### config.mk
export PLATFORM = sky130hd
export DESIGN_NAME = pmc_top
export DESIGN_NICKNAME = d
export VERILOG_FILES = /design/src/core/pmc_pkg.sv /design/src/core/pmc_top.sv
export VERILOG_INCLUDE_DIRS = /design/src /design/src/core
export SDC_FILE = /design/constraint.sdc
export NUM_CORES = 1
export LEC_CHECK = 0
export BUFFER_PORTS_ARGS = -buffer_cell sky130_fd_sc_hd__clkbuf_2
export CAP_MARGIN = 20
export CORE_MARGIN = 2
export CORE_UTILIZATION = 47
export CTS_CLUSTER_SIZE = 14
export DETAILED_ROUTE_END_ITERATION = 16
export HOLD_SLACK_MARGIN = 0.15
export PLACE_DENSITY = 0.79
export SYNTH_ARGS = -nofsm -noshare
export SYNTH_HDL_FRONTEND = slang
export SYNTH_SLANG_ARGS = --single-unit
### constraint.sdc
create_clock -name MCLK -period 2 [get_ports MCLK]
set_input_delay 0.4 -clock MCLK [delete_from_list [all_inputs] [get_ports MCLK]]
set_output_delay 0.4 -clock MCLK [all_outputs]
set_load 0.01 [all_outputs]
### src/core/pmc_consts.svh
// Constant definitions for the power mode and peripheral clock control block
// Summary of operation
// - Idle halts processor until reset or interrupt
// - Peripherals run in Idle; interrupts end it
// - Idle gates processor, memory, bus clocks
// - Power-down stops oscillator and all clocks but a 32 kHz RTC
// - Power-down retains state, holds output pins
// - Power-down ends only on reset or wake
// - Nine external inputs, edge or level each
// - External inputs combine into four interrupt requests
// - Each external input may enable wake-up
// - Capture inputs interrupt but never wake
// - RTC on 32 kHz keeps counting in Power-down
// - Software gates each peripheral clock individually
// - Peripheral clock is full, half, quarter rate
// - Divider resets to quarter rate
// - Running PLL stays running during Idle
// - Power-down exit waits for wake-up timer
`ifndef PMC_CONSTS_SVH
`define PMC_CONSTS_SVH
// Register byte offsets
`define PMC_OFS_MODE      8'h00
`define PMC_OFS_PERIPH    8'h04
`define PMC_OFS_DIV       8'h08
`define PMC_OFS_EDGE      8'h0C
`define PMC_OFS_WAKE      8'h10
`define PMC_OFS_STATUS    8'h14
`define PMC_OFS_MASK      8'h18
`define PMC_OFS_CFG       8'h1C
// Field positions
`define PMC_MODE_IDLE     0
`define PMC_MODE_PDOWN    1
`define PMC_CFG_RTC32K    0
// Widths
`define PMC_NEXT          9
`define PMC_NCAP          4
`define PMC_NSTAT         13
`define PMC_NPERIPH       16
`define PMC_NGRP          4
// Reset values and divider codes
`define PMC_RST_PERIPH    16'hFFFF
`define PMC_DIV_QUARTER   2'h0
`define PMC_DIV_FULL      2'h1
`define PMC_DIV_HALF      2'h2
// Wake-up timer
`define PMC_CLK_PERIOD_NS 25
`define PMC_WAKE_TIME_NS  2000
`define PMC_WAKE_CYCLES   ((`PMC_WAKE_TIME_NS + `PMC_CLK_PERIOD_NS - 1) / `PMC_CLK_PERIOD_NS)
`define PMC_WAKE_W        8
`endif

### src/core/pmc_pkg.sv
// Types shared by the power mode and peripheral clock control block
package pmc_pkg;
    // Power mode states
    typedef enum logic [1:0] {
        PMC_RUN,
        PMC_IDLE,
        PMC_PDOWN,
        PMC_WAKE
    } pmc_state_t;

    // APB request from the master
    typedef struct packed {
        logic        psel;
        logic        penable;
        logic        pwrite;
        logic [7:0]  paddr;
        logic [31:0] pwdata;
    } pmc_apb_req_t;

    // APB answer to the master
    typedef struct packed {
        logic [31:0] prdata;
        logic        pready;
        logic        pslverr;
    } pmc_apb_rsp_t;

    // Clock gate enables toward the chip
    typedef struct packed {
        logic cpu;
        logic mem;
        logic bus;
        logic osc;
        logic pclk;
        logic rtc;
        logic pll;
    } pmc_clk_en_t;
endpackage

### src/core/pmc_top.sv
// Power mode, wake-up, external interrupt and peripheral clock control
`timescale 1ns/100ps
`include "pmc_consts.svh"
module pmc_top
    import pmc_pkg::*;
(
    input  wire logic                      MCLK,
    input  wire logic                      RESETN,
    input  wire pmc_apb_req_t              APB_IN,
    output pmc_apb_rsp_t                   APB_OUT,
    input  wire logic [`PMC_NEXT-1:0]      EXT_PIN,
    input  wire logic [`PMC_NCAP-1:0]      CAP_PIN,
    input  wire logic                      PERIPH_IRQ,
    input  wire logic                      PLL_REQ,
    output pmc_clk_en_t                    CLK_EN,
    output logic [`PMC_NPERIPH-1:0]        PERIPH_EN,
    output logic [`PMC_NGRP-1:0]           EINT_REQ,
    output logic                           IRQ,
    output logic                           PIN_HOLD,
    output pmc_state_t                     MODE
);

    // Software visible registers
    logic [`PMC_NPERIPH-1:0] periph;      // Per-peripheral enables
    logic [1:0]              div;         // Peripheral clock ratio
    logic [`PMC_NEXT-1:0]    edge_sel;    // One selects edge, zero level
    logic [`PMC_NEXT-1:0]    wake_en;     // Wake-up enables
    logic [`PMC_NSTAT-1:0]   status;      // Sticky event bits
    logic [`PMC_NSTAT-1:0]   mask;        // Interrupt mask
    logic                    rtc32k;      // RTC runs from 32 kHz source

    // Internal state
    pmc_state_t              state;       // Current power mode
    pmc_state_t              next_state;  // Mode for the next cycle
    logic [`PMC_NEXT-1:0]    ext_prev;    // Pin levels one cycle ago
    logic [`PMC_NCAP-1:0]    cap_prev;    // Capture levels one cycle ago
    logic [1:0]              div_cnt;     // Divider phase
    logic [`PMC_WAKE_W-1:0]  wake_cnt;    // Wake-up timer count
    logic [`PMC_NSTAT-1:0]   set_ev;      // Events seen this cycle
    logic [`PMC_NGRP-1:0]    next_grp;    // Combined group requests
    logic                    pclk_tick;   // Divider strobe this cycle
    logic                    wr;          // Write taken this cycle
    logic                    sel_mode;    // Mode register addressed
    logic                    any_irq;     // Unmasked event or peripheral irq
    logic                    wake_hit;    // Wake-capable event in Power-down

    // Write strobe: the edge where the access phase meets pready
    assign wr       = APB_IN.psel & APB_IN.penable & APB_IN.pwrite & APB_OUT.pready;
    assign sel_mode = (APB_IN.paddr == `PMC_OFS_MODE);

    // Event detection for external and capture inputs
    always_comb
    begin
        set_ev = '0;
        // Edge or level detection per external pin
        for (int i = 0; i < `PMC_NEXT; i++)
        begin
            set_ev[i] = edge_sel[i] ? (EXT_PIN[i] & ~ext_prev[i]) : EXT_PIN[i];
        end
        // Capture inputs need the clock, so nothing in Power-down
        for (int j = 0; j < `PMC_NCAP; j++)
        begin
            set_ev[`PMC_NEXT+j] = CAP_PIN[j] & ~cap_prev[j]
                                  & (state != PMC_PDOWN);
        end
    end

    // External pins are combined onto four request lines, pin i to group i mod 4
    always_comb
    begin
        next_grp = '0;
        for (int k = 0; k < `PMC_NEXT; k++)
        begin
            next_grp[k % `PMC_NGRP] = next_grp[k % `PMC_NGRP]
                                      | (status[k] & mask[k]);
        end
    end

    // Wake sources: only external pins with their enable set
    assign wake_hit = |(set_ev[`PMC_NEXT-1:0] & wake_en);
    assign any_irq  = (|(status & mask)) | PERIPH_IRQ;

    // Power mode sequencing
    always_comb
    begin
        next_state = state;
        case (state)
            PMC_RUN:
            begin
                // Mode write takes effect on the next edge
                if (wr && sel_mode && APB_IN.pwdata[`PMC_MODE_PDOWN])
                begin
                    next_state = PMC_PDOWN;
                end
                else if (wr && sel_mode && APB_IN.pwdata[`PMC_MODE_IDLE])
                begin
                    next_state = PMC_IDLE;
                end
            end
            PMC_IDLE:
            begin
                // Any interrupt resumes execution
                if (any_irq)
                begin
                    next_state = PMC_RUN;
                end
            end
            PMC_PDOWN:
            begin
                // Only a wake-capable event leaves Power-down
                if (wake_hit)
                begin
                    next_state = PMC_WAKE;
                end
            end
            PMC_WAKE:
            begin
                // Processor held until the oscillator settles
                if (wake_cnt == `PMC_WAKE_W'(`PMC_WAKE_CYCLES - 1))
                begin
                    next_state = PMC_RUN;
                end
            end
            default:
            begin
                next_state = PMC_RUN;
            end
        endcase
    end

    // Mode register; reset always returns to run
    always_ff @(posedge MCLK or negedge RESETN)
    begin
        if (!RESETN)
        begin
            state <= PMC_RUN;
        end
        else
        begin
            state <= next_state;
        end
    end

    // Wake-up timer counts only while waking
    always_ff @(posedge MCLK or negedge RESETN)
    begin
        if (!RESETN)
        begin
            wake_cnt <= '0;
        end
        else if (state == PMC_WAKE)
        begin
            wake_cnt <= wake_cnt + `PMC_WAKE_W'(1);
        end
        else
        begin
            wake_cnt <= '0;
        end
    end

    // Previous input levels for edge detection
    always_ff @(posedge MCLK or negedge RESETN)
    begin
        if (!RESETN)
        begin
            ext_prev <= '0;
            cap_prev <= '0;
        end
        else
        begin
            ext_prev <= EXT_PIN;
            cap_prev <= CAP_PIN;
        end
    end

    // Sticky status; a new event wins over a clear in the same cycle
    always_ff @(posedge MCLK or negedge RESETN)
    begin
        if (!RESETN)
        begin
            status <= '0;
        end
        else if (wr && APB_IN.paddr == `PMC_OFS_STATUS)
        begin
            status <= (status & ~APB_IN.pwdata[`PMC_NSTAT-1:0]) | set_ev;
        end
        else
        begin
            status <= status | set_ev;
        end
    end

    // Software writable configuration; kept through Power-down
    always_ff @(posedge MCLK or negedge RESETN)
    begin
        if (!RESETN)
        begin
            periph   <= `PMC_RST_PERIPH;
            div      <= `PMC_DIV_QUARTER;
            edge_sel <= '0;
            wake_en  <= '0;
            mask     <= '0;
            rtc32k   <= 1'b0;
        end
        else if (wr)
        begin
            // Address decode for configuration writes
            if (APB_IN.paddr == `PMC_OFS_PERIPH)
            begin
                periph <= APB_IN.pwdata[`PMC_NPERIPH-1:0];
            end
            else if (APB_IN.paddr == `PMC_OFS_DIV)
            begin
                div <= APB_IN.pwdata[1:0];
            end
            else if (APB_IN.paddr == `PMC_OFS_EDGE)
            begin
                edge_sel <= APB_IN.pwdata[`PMC_NEXT-1:0];
            end
            else if (APB_IN.paddr == `PMC_OFS_WAKE)
            begin
                wake_en <= APB_IN.pwdata[`PMC_NEXT-1:0];
            end
            else if (APB_IN.paddr == `PMC_OFS_MASK)
            begin
                mask <= APB_IN.pwdata[`PMC_NSTAT-1:0];
            end
            else if (APB_IN.paddr == `PMC_OFS_CFG)
            begin
                rtc32k <= APB_IN.pwdata[`PMC_CFG_RTC32K];
            end
        end
    end

    // Peripheral clock divider, stopped in Power-down and wake-up
    // Phase follows the next mode, so the strobe is not doubled on leaving wake-up
    always_ff @(posedge MCLK or negedge RESETN)
    begin
        if (!RESETN)
        begin
            div_cnt <= '0;
        end
        else if (next_state == PMC_RUN || next_state == PMC_IDLE)
        begin
            div_cnt <= div_cnt + 2'h1;
        end
        else
        begin
            div_cnt <= '0;
        end
    end

    // Strobe at full, half or quarter rate
    always_comb
    begin
        if (div == `PMC_DIV_FULL)
        begin
            pclk_tick = 1'b1;
        end
        else if (div == `PMC_DIV_HALF)
        begin
            pclk_tick = (div_cnt[0] == 1'b0);
        end
        else
        begin
            pclk_tick = (div_cnt == 2'h0);
        end
    end

    // Clock gates per mode
    always_ff @(posedge MCLK or negedge RESETN)
    begin
        if (!RESETN)
        begin
            CLK_EN    <= '0;
            PERIPH_EN <= '0;
            PIN_HOLD  <= 1'b0;
        end
        else
        begin
            // Processor, memory and bus only in run
            CLK_EN.cpu <= (next_state == PMC_RUN);
            CLK_EN.mem <= (next_state == PMC_RUN);
            CLK_EN.bus <= (next_state == PMC_RUN);
            // Oscillator off only in Power-down
            CLK_EN.osc <= (next_state != PMC_PDOWN);
            // Peripheral strobe keeps running in Idle
            CLK_EN.pclk <= pclk_tick
                           & (next_state == PMC_RUN || next_state == PMC_IDLE);
            // PLL follows its request except in Power-down and wake-up
            CLK_EN.pll <= PLL_REQ & (next_state == PMC_RUN || next_state == PMC_IDLE);
            // RTC on 32 kHz source runs in every mode
            CLK_EN.rtc <= rtc32k | (pclk_tick
                           & (next_state == PMC_RUN || next_state == PMC_IDLE));
            // Individual peripheral gating in run and Idle
            PERIPH_EN <= periph
                         & {`PMC_NPERIPH{next_state == PMC_RUN || next_state == PMC_IDLE}};
            // Output pins frozen until the processor resumes
            PIN_HOLD <= (next_state == PMC_PDOWN || next_state == PMC_WAKE);
        end
    end

    // Interrupt and mode outputs
    always_ff @(posedge MCLK or negedge RESETN)
    begin
        if (!RESETN)
        begin
            EINT_REQ <= '0;
            IRQ      <= 1'b0;
            MODE     <= PMC_RUN;
        end
        else
        begin
            EINT_REQ <= next_grp;
            IRQ      <= |(status & mask);
            MODE     <= state;
        end
    end

    // APB answer: ready one cycle after setup, read data captured then
    always_ff @(posedge MCLK or negedge RESETN)
    begin
        if (!RESETN)
        begin
            APB_OUT <= '0;
        end
        else if (APB_IN.psel && !APB_IN.penable)
        begin
            APB_OUT.pready  <= 1'b1;
            APB_OUT.pslverr <= 1'b0;
            APB_OUT.prdata  <= '0;
            // Read decode
            if (APB_IN.paddr == `PMC_OFS_MODE)
            begin
                APB_OUT.prdata[`PMC_MODE_IDLE]  <= (state == PMC_IDLE);
                APB_OUT.prdata[`PMC_MODE_PDOWN] <= (state == PMC_PDOWN);
            end
            else if (APB_IN.paddr == `PMC_OFS_PERIPH)
            begin
                APB_OUT.prdata[`PMC_NPERIPH-1:0] <= periph;
            end
            else if (APB_IN.paddr == `PMC_OFS_DIV)
            begin
                APB_OUT.prdata[1:0] <= div;
            end
            else if (APB_IN.paddr == `PMC_OFS_EDGE)
            begin
                APB_OUT.prdata[`PMC_NEXT-1:0] <= edge_sel;
            end
            else if (APB_IN.paddr == `PMC_OFS_WAKE)
            begin
                APB_OUT.prdata[`PMC_NEXT-1:0] <= wake_en;
            end
            else if (APB_IN.paddr == `PMC_OFS_STATUS)
            begin
                APB_OUT.prdata[`PMC_NSTAT-1:0] <= status;
            end
            else if (APB_IN.paddr == `PMC_OFS_MASK)
            begin
                APB_OUT.prdata[`PMC_NSTAT-1:0] <= mask;
            end
            else if (APB_IN.paddr == `PMC_OFS_CFG)
            begin
                APB_OUT.prdata[`PMC_CFG_RTC32K] <= rtc32k;
            end
            else
            begin
                // Unmapped: error, data zero
                APB_OUT.pslverr <= 1'b1;
            end
        end
        else
        begin
            // Access phase done or idle bus
            APB_OUT.pready  <= 1'b0;
            APB_OUT.pslverr <= 1'b0;
        end
    end

endmodule

* Word level (Yosys, flattened, before mapping)
Index checks and enable logic that the tools add are counted.
Word-level totals: flip-flop bits (word level) 135, input port bits 60, logic and storage cells 172
Cells by class: add/subtract/negate cells 2, eq/ne operators 18, muxes and demuxes 43, bitwise gates (word level) 64, reductions and logical operators 20
Operator list (number):
- two-way mux 13 bit | 3
- equality test 8 x 5 -> 1 bit (second input constant) | 4
- AND 1 bit | 31
- AND 13 bit | 2
- bitwise OR 13 bit | 2
- two-way mux 1 bit | 21
- NOT 1 bit | 19
- two-way mux 2 bit | 9
- two-way mux 9 bit | 2
- AND 16 bit | 1
- equality test 8 x 4 -> 1 bit (second input constant) | 2
- two-way mux 14 bit | 1
- NOT 13 bit | 1
- OR reduction 13 bit | 1
- two-way mux 12 bit | 1
- two-way mux 11 bit | 1
- equality test 2 bit (second input constant) | 5
- AND 9 bit | 1
- OR reduction 9 bit | 1
- adder 8 x 1 -> 8 bit (second input constant) | 1
- equality test 8 x 3 -> 1 bit (second input constant) | 1
- equality test 8 x 7 -> 1 bit (second input constant) | 1
- zero test 8 bit | 1
- two-way mux 4 bit | 2
- other kinds (17) | 33

* Depth between registers and ports, before layout
Gate-level depths: netlist (run 1).
depth in word-level cells 12, mapped depth 7, depth with buffers taken out 6

* Worst setup path after synthesis (run 1)
Ideal clock, no wire load.
path type input port to flip-flop, from input port APB_IN[39] (netlist name), to register edge_sel[1], setup time 0.125 ns, arrival time 1.659 ns, path slack 0.217 ns, stages on the path 5, path through or3_1 nor2_2 nand3_4 nor2_8 mux2_2
On the way: longest elaborated chain between the ends 3
Ends and longest elaborated chain:
- start, declared | RTL line pmc_top.sv:9 | input wire pmc_apb_req_t APB_IN,
- equality test 8 x 4 -> 1 bit (no line) or equality test 8 x 3 -> 1 bit (tied branches)
- NOT 1 bit (no line)
- AND reduction 4 bit (no line) *
- end signal, assigned | RTL line pmc_top.sv:218 | edge_sel <= APB_IN.pwdata[`PMC_NEXT-1:0];
- end, declared | RTL line pmc_top.sv:26 | logic [`PMC_NEXT-1:0] edge_sel;
Every way passes the cells marked *; elsewhere a longest branch is shown, timed or not. A chain may end at the register's enable or synchronous reset.

* Worst setup path in the final report (run 1)
from register status[0], to register CLK_EN[4] (netlist name)
On the way: longest elaborated chain between the ends 6
Ends and longest elaborated chain:
- start, declared | RTL line pmc_top.sv:28 | logic [`PMC_NSTAT-1:0] status;
- start signal, assigned | RTL line pmc_top.sv:185 | status <= (status & ~APB_IN.pwdata[`PMC_NSTAT-1:0]) | set_ev;
- start signal, assigned | RTL line pmc_top.sv:189 | status <= status | set_ev;
- AND 13 bit | RTL line pmc_top.sv:81 | assign any_irq = (|(status & mask)) | PERIPH_IRQ;
- OR reduction 13 bit | RTL line pmc_top.sv:81
- bitwise OR 1 bit | RTL line pmc_top.sv:81
- two-way mux 2 bit | RTL line pmc_top.sv:103 | if (any_irq)
- one-hot mux 2 bit (4 select lines) | RTL line pmc_top.sv:87 | case (state)
- zero test 2 bit | RTL line pmc_top.sv:284 | CLK_EN.bus <= (next_state == PMC_RUN);
- end, declared | RTL line pmc_top.sv:15 | output pmc_clk_en_t CLK_EN,
No other way between the ends.

==> results of run 1 <==
sequential cells by signal (all words and copies together), names as in the netlist, 4 cells and up:
signal and flops:
APB_OUT 18, periph 16, EINT_REQ 4, edge_sel 9, status 13, wake_cnt 8
cap_prev 4, wake_en 9, mask 13, ext_prev 9, PERIPH_EN 16, CLK_EN 5
cells in the final DEF (no fill, tap or decap), drive strengths merged, types with 8 or more instances in the layout:
cell type and instances:
dfrtp 119, clkbuf 110, mux2 49, nor2 35, buf 34, nand2 33
a22oi 22, nor2b 20, conb 16, dfstp 16, a22o 15, dlygate4sd3 13
nand3 11, inv 11, a211oi 8
cells by family after synthesis:
logic type               after synthesis  synth area share, %
flip-flops                           135                 59.0
other                                  1               0.0651
buffers and inverters                 44                 4.61
multiplexers                          52                 10.1
adder cells (fa/ha/maj)                2                0.435
AO/OA/AOI/OAI                         86                 11.8
XOR/XNOR                               5                0.761
AND/OR/NAND/NOR                      134                 13.2
power breakdown:
part | internal (mW) | total [mW] | switching, mW
combinational | 0.0978 | 0.279 | 0.182
clock | 2.04 | 3.24 | 1.20
sequential | 2.76 | 2.77 | 0.0105
Yosys cell counts (8+ instances only):
master / instances
a22o_1: 15
a22oi_1: 21
buf_2: 8
buf_4: 22
dfrtp_1: 119
dfstp_2: 16
inv_1: 9
mux2_1: 15
mux2_2: 34
nand2_1: 32
nand3_1: 10
nor2_1: 32
nor2b_1: 20
worst paths after layout:
kind / startpoint / end / slack, ns / cells past startpoint
min reg2reg: div_cnt[0] / div_cnt[0] / 0.45 / 1
min in group asynchronous: RESETN / PERIPH_EN[6] / 0.47 / 2
max: status[0] / CLK_EN[4] / 0.06 / 5
min: EXT_PIN[2] / ext_prev[2] / 0.18 / 1
max reg2reg: status[0] / CLK_EN[4] / 0.06 / 5
max in group asynchronous: RESETN / periph[10] / 0.86 / 3
cell type report:
type / count / area [sq um]
Timing Repair Buffer: 138 / 878
Multi-Input combinational cell: 295 / 2150
Fill cell: 877 / 4690
Sequential cell: 135 / 3400
Clock inverter: 13 / 170
Clock buffer: 19 / 453
Inverter: 9 / 33.8
Tap cell: 147 / 184
per-stage QoR:
stage	std cells	setup WS, ns	total power, mW
after floorplan	474	0.217	2.92
after global routing	756	0.0498	6.48
after detailed placement	711	0.00489	3.07
final	756	0.0620	6.28
after CTS	756	0.0810	6.31
after global placement	711	0.0393	3.06
layer usage:
metal,part of all wire [%],vias up
met4,3.0,0
met2,51,175
li1,-,1914
met5,0,-
met1,41,2181
met3,5.0,42
repair_timing:
item                       CTS  global route
hold endpoints to repair    37             0
resized for setup            0             1
hold buffers                13             0
setup endpoints to repair    0             1
==> flow_summary.ini, run 1 <==
[critical_path]
crit_arrival_ns = 2.24
cp_num_buf_inv = 1
worstPathCellList = a222oi_1 > buf_4 > nand4_1 > o311a_1 > nor2b_1
slowest_delay_ns = 0.54
critPathKind = reg -> reg
cp.required_ns = 2.30
cpLargestDelayFamily = compound AO/OA/AOI/OAI gates
endpoint_kind = flip-flop
crit_path_max_fanout = 3
slowest_stage = a222oi_1
critPathLaunchType = flip-flop

[placed_design]
gp_congestion = 0.885
place_area_sq_um = 6510
dpl.hpwl_mm = 10.1
io_buffers = 92

[floorplan]
die_w_um = 115
die_area_sq_um = 13100
core_area_sq_um = 12000
initial_utilization_pct = 48.1
io_pins = 125
num_rows = 40
die_y_um = 115

[timing]
worst_pin_slew_ns = 0.546
slew_headroom_pct = 63.6
rsz0062_at_grt = no
period_share_pct = 96.9
fin_tns_setup_ns = 0
whs_ns = 0.182
finalSetupViolCount = 0
drv_slew = 0
fin_crit_ns = 1.94
fmax_mhz = 516
final-hold-violation-count = 0
skew_ns = 0.00670

[logic_synthesis]
synth_warnings = 0
ys_types = 60
ys_async_sr_fraction_pct = 100
synthesis.area_sq_um = 5760
avgSynthCellArea_sq_um = 12.5
synth_area_leaders = dfrtp_1 (52%), dfstp_2 (7.3%), mux2_2 (6.7%)
synth_flop_cell = dfrtp_1
synth.yosys.seq_area_share_pct = 59.0
yosys.area.top_type_share_pct = 51.7
synth_seq_cells = 135
synth_edf_count = 0
synthCells = 459
synth_top_area_cell = dfrtp_1

[global_routing]
use_met2_pct = 38.0
grt-ovfl-total = 0
grt_pass1_wl_mm = 23.1
grt_pass1_vias = 4442
grt_busiest_layer = met2
grt_max_degree = 48
track_usage_pct = 23.5
use_met1_pct = 29.3
antenna_found_initial = 0
grtUsageMet3_pct = 5.56

[hold_path]
worstHoldPathType = in -> reg

[run_status]
status = complete, no violations

[drt]
postRouteAntennaNets = 0
drtPass1Iterations = 5
vias_per_cell = 5.70
wl_mm = 14.4
wl_per_cell_um = 19.1
vias = 4312
drc = 0
first_iter_violations = 376

[final_layout]
syn_to_final_growth_pct = 26.3
drive_above_1_share_pct = 36.8
final_core_util_pct = 60.8
diodes = 0
final_nets = 658
final_cell_area_sq_um = 7270

[clock_network]
clockBufferDepth = 2
clock_latency_ns = 0.43
post_cts_buffers = 0
h-tree-depth = 4
clk_pin_slew_ns = 0.06
cts.sinks = 135
root_buffer = clkbuf_16
cts_buffers = 17
cts_tree = built

[job]
drv_cap = 0

[pwr]
p_per_area_nw_per_um2 = 864
p_leak_nw = 3.46
max-vdd-ir-drop_uv = 626
Note: power is estimated with default switching activity, not from simulation.
==> run 2: changes to the inputs <==
--- a/config.mk
+++ b/config.mk
@@ -10,6 +10,7 @@
 export CAP_MARGIN = 20
 export CORE_MARGIN = 2
 export CORE_UTILIZATION = 47
+export CTS_BUF_LIST = sky130_fd_sc_hd__clkbuf_16
 export CTS_CLUSTER_SIZE = 14
 export DETAILED_ROUTE_END_ITERATION = 16
 export HOLD_SLACK_MARGIN = 0.15
==> run 2 against run 1 <==
  * Critical path depth unchanged
  * Register-to-register slack got worse by 0.03 ns
  * Utilization decreased by 0.21 points
  * Combinational power about the same
  * Clock-buffer cell count decreased by 2
==> flow_summary.ini, run 2 (same netlist as run 1, synthesis figures left out) <==
[run_status]
status = complete, no violations

[critical_path]
cp.required_ns = 2.30
r2r-end = CLK_EN[4]
worstRegToRegCells = 5
slowest_delay_ns = 0.42
slowest_stage = nor3_1
crit_arrival_ns = 2.28
endpoint_kind = flip-flop
crit_path_max_fanout = 3
regToRegSetupSlack_ns = 0.03
critPathLaunchType = flip-flop
r2r-start = mask[6]
critPathKind = reg -> reg
worstPathCellList = a22o_1 > nor3_1 > nand4_1 > o311a_1 > nor2b_1

[floorplan]
io_pins = 125
initial_utilization_pct = 48.1
die_w_um = 115
die_area_sq_um = 13100
die_y_um = 115
core_area_sq_um = 12000
num_rows = 40

[drt]
wl_per_cell_um = 19.3
drtPass1Iterations = 7
vias_per_cell = 5.71
first_iter_violations = 367
vias = 4318
drc = 0
postRouteAntennaNets = 0
wl_mm = 14.6

[hold_path]
hold_depth = 1
whs_endpoint = ext_prev[2]
worstHoldPathType = in -> reg
min_from = EXT_PIN[2]

[final_layout]
final_core_util_pct = 60.6
top_regs = APB_OUT (18), PERIPH_EN (16), periph (16)
multi_input_area_sq_um = 2150
fin_cells = 756
register_area_sq_um = 3400
drive_above_1_share_pct = 36.3
final_cell_mix = dfrtp_1 (119), clkbuf_2 (91), mux2_2 (34), nand2_1 (32), nor2_1 (32)
largest_register_ffs = 18
diodes = 0
final_cell_area_sq_um = 7250
layout.cells.most_common = dfrtp_1
nFillCells = 891
regMostFlops = APB_OUT
final_nets = 658
syn_to_final_growth_pct = 25.9

[pwr]
max-vdd-ir-drop_uv = 625
p_per_area_nw_per_um2 = 859
p_total_mw = 6.22
p_leak_nw = 3.44

[placed_design]
place_area_sq_um = 6510
pre_cts_ws_ns = 0.00489
io_buffers = 92
dpl.hpwl_mm = 10.1
dp_cells = 711
gp_congestion = 0.885

[job]
drv_cap = 0

[global_routing]
antenna_found_initial = 0
grt-ovfl-total = 0
grt_pass1_vias = 4394
grt_max_degree = 48
track_usage_pct = 23.5
grt_pass1_wl_mm = 23.2

[timing]
drv_slew = 0
worst_pin_slew_ns = 0.548
final-hold-violation-count = 0
slew_headroom_pct = 63.5
whs_ns = 0.182
fin_tns_setup_ns = 0
fmax_mhz = 507
finalSetupViolCount = 0
rsz0062_at_grt = no
fin_crit_ns = 1.97
fin_ws_ns = 0.0280
skew_ns = 0.00829
period_share_pct = 98.6

[clock_network]
cts_buffers = 17
ctsResizeCount = 0
clockBufferDepth = 2
post_cts_buffers = 0
root_buffer = clkbuf_16
clk_pin_slew_ns = 0.06
hold_buffers = 13
cts.sinks = 135
h-tree-depth = 4
cts_tree = built
clock_latency_ns = 0.43
[run 2: cell count changes in the layout (fill, tap and decap cells not counted), sizes merged]
cell    previous run  this run
clkinv             5         7
clkbuf           110       108
[run 2: worst max-delay path, delay by kind of cell, from the launching register on]
kind,cells,cell delay (ns)
DFF,1,0.40
AOI/OAI and AO/OA,2,0.67
and+or+nand+nor,3,0.78
[run 2: cell type report]
| type | count | share of cell area, % |
|---|---|---|
| flip-flops and latches | 135 | 46.9 |
| repair buffers | 138 | 12.1 |
| clock inverters | 15 | 2.45 |
| clock buffers | 17 | 5.87 |
| well taps | 147 | 2.54 |
| inverters | 9 | 0.466 |
| multi-input cells | 295 | 29.7 |
[run 2: power breakdown]
part | internal (mW) | leakage (nW) | total (mW) | switching [mW]
Combinational | 0.0978 | 1.49 | 0.280 | 0.182
Clock | 1.96 | 0.285 | 3.17 | 1.21
Sequential | 2.76 | 1.67 | 2.77 | 0.0107
[run 2: worst max path at each step]
stage | startpoint | end | slack [ns] | cells after the start
2_1_floorplan | APB_IN[39] | edge_sel[1] | 0.22 | 5
3_3_place_gp | APB_IN[39] | edge_sel[8] | 0.04 | 6
3_5_place_dp | APB_IN[33] | edge_sel[8] | 0.005 | 6
4_1_cts | mask[6] | CLK_EN[4] | 0.08 | 5
5_1_grt | mask[6] | CLK_EN[4] | 0.04 | 5
6_report | mask[6] | CLK_EN[4] | 0.03 | 5
[run 2: per-layer routing]
| layer | share of wire [%] | global-route usage (%) | routed length [um] | up-vias |
|---|---|---|---|---|
| met1 | 42 | 29.4 | 6070 | 2195 |
| met4 | 2.8 | 10.9 | 412 | 0 |
| met3 | 5.0 | 5.77 | 725 | 41 |
| li1 | - | - | - | 1911 |
| met2 | 51 | 38.7 | 7370 | 171 |
| met5 | 0 | 0 | 0 | - |
==> run 3: changes to the inputs <==
==> constraint.sdc (replaced) <==
create_clock -name MCLK -period 2.5 [get_ports MCLK]
set_input_delay 0.5 -clock MCLK [delete_from_list [all_inputs] [get_ports MCLK]]
set_output_delay 0.5 -clock MCLK [all_outputs]
set_load 0.01 [all_outputs]
==> run 3 against run 2 <==
  * Critical endpoint unchanged
  * Setup slack better by 0.48 ns
  * Die area stayed put
  * Sequential power is 20% lower
  * Clock power is 32% lower
  * Non-clock buffer count is 26 lower
  * Clock-buffer cell count stayed put
  * Routed wire length is 7.9% lower
  * Largest cell class unchanged
  * Utilization is 2.7 points lower
  * Combinational power is 29% lower
  * Maximum frequency is 0.93% lower
  * Design area is 4.5% lower
==> flow_summary.ini, run 3 (same netlist as run 1, synthesis figures left out) <==
[hold_path]
whs_endpoint = ext_prev[5]
worstHoldPathType = in -> reg
min_from = EXT_PIN[5]
hold_depth = 1

[final_layout]
final_cell_mix = dfrtp_1 (119), clkbuf_2 (91), mux2_2 (34), nand2_1 (32), nor2_1 (32)
regMostFlops = APB_OUT
diodes = 0
final_nets = 632
largest_register_ffs = 18
syn_to_final_growth_pct = 20.2
fin_cells = 730
final_core_util_pct = 57.9
top_regs = APB_OUT (18), PERIPH_EN (16), periph (16)
layout.cells.most_common = dfrtp_1
drive_above_1_share_pct = 35.3

[critical_path]
slowest_delay_ns = 0.63
critPathLaunchType = flip-flop
r2r-end = CLK_EN[4]
cp.required_ns = 2.80
r2r-start = mask[8]
crit_arrival_ns = 2.29
worstPathCellList = a222oi_1 > nand4_1 > o311a_1 > nor2b_1
slowest_stage = a222oi_1
regToRegSetupSlack_ns = 0.51
crit_path_max_fanout = 3
endpoint_kind = flip-flop
worstRegToRegCells = 4
critPathKind = reg -> reg

[drt]
postRouteAntennaNets = 0
drtPass1Iterations = 5
vias_per_cell = 5.58
wl_mm = 13.4
drc = 0
wl_per_cell_um = 18.4
first_iter_violations = 401
vias = 4076

[timing]
finalSetupViolCount = 0
period_share_pct = 79.6
fin_ws_ns = 0.510
drv_slew = 0
fmax_mhz = 502
worst_pin_slew_ns = 0.642
slew_headroom_pct = 57.2
rsz0062_at_grt = no
final-hold-violation-count = 0
skew_ns = 0.0153
fin_tns_setup_ns = 0
fin_crit_ns = 1.99

[clock_network]
clk_pin_slew_ns = 0.06
root_buffer = clkbuf_16
h-tree-depth = 4
hold_buffers = 1
cts_tree = built
clock_latency_ns = 0.43
ctsResizeCount = 0
cts_buffers = 17
cts.sinks = 135
clockBufferDepth = 2
post_cts_buffers = 0

[floorplan]
core_area_sq_um = 12000
num_rows = 40
io_pins = 125
die_w_um = 115
die_area_sq_um = 13100
die_y_um = 115
initial_utilization_pct = 48.1

[pwr]
clkPwrFrac_pct = 47.2
comb_power_share_pct = 4.4
seqPwrFrac_pct = 48.4
max-vdd-ir-drop_uv = 445
p_leak_nw = 3.29
p_switching_mw = 1.06
p_per_area_nw_per_um2 = 661
swShare_pct = 23.2
internal-power_mw = 3.51

[placed_design]
dp_cells = 697
io_buffers = 92
gp_congestion = 0.899
pre_cts_ws_ns = 0.258
dpl.hpwl_mm = 9.62

[job]
drv_cap = 0

[global_routing]
grt_busiest_layer = met2
use_met2_pct = 35.0
antenna_found_initial = 0
grt_pass1_vias = 4082
track_usage_pct = 21.5
use_met1_pct = 27.1
grt-ovfl-total = 0
grtUsageMet3_pct = 5.03
grt_pass1_wl_mm = 21.0
grt_max_degree = 48

[run_status]
status = complete, no violations
-- run 3: worst max path at each step --
stage	start	end	slack (ns)	cells past startpoint
6_report	mask[8]	CLK_EN[4]	0.51	4
5_1_grt	mask[6]	CLK_EN[4]	0.48	5
4_1_cts	mask[6]	CLK_EN[4]	0.56	5
3_5_place_dp	APB_IN[36]	edge_sel[8]	0.26	6
3_3_place_gp	APB_IN[36]	edge_sel[7]	0.30	6
2_1_floorplan	APB_IN[39]	edge_sel[1]	0.62	5
-- run 3: power by group through the flow --
stage	combinational (mW)	clock, mW	sequential (mW)
6_report	0.200	2.16	2.22
5_1_grt	0.220	2.30	2.22
4_1_cts	0.201	2.19	2.21
3_5_place_dp	0.198	0	2.25
3_3_place_gp	0.193	0	2.25
2_1_floorplan	0.0795	0	2.25
-- run 3: area by class of cell --
| class | count | area, sq um |
|---|---|---|
| clock buffers | 17 | 425 |
| clock inverters | 15 | 90.1 |
| fillers | 924 | 5040 |
| inverters | 9 | 33.8 |
| multi-input cells | 295 | 2150 |
| flip-flops and latches | 135 | 3400 |
| well taps | 147 | 184 |
| repair buffers | 112 | 641 |
-- run 3: worst max-delay path, delay by kind of cell (launching register included) --
family | cells | cell delay (ns)
AOI/OAI and AO/OA | 2 | 1.05
and+or+nand+nor | 2 | 0.41
DFF | 1 | 0.40
-- run 3: per-layer routing --
metal  share of wire, %  vias up
met1                 42     1986
li1                   -     1856
met2                 50      201
met3                6.2       33
met5                  0        -
met4                2.4        0
-- run 3: stage by stage --
step           hold WS (ns)  power, mW  area, sq um
3_5_place_dp          0.450       2.45         6400
6_report              0.191       4.58         6920
2_1_floorplan         0.204       2.33         5810
4_1_cts               0.186       4.60         6920
3_3_place_gp          0.434       2.44         6400
5_1_grt               0.198       4.73         6920
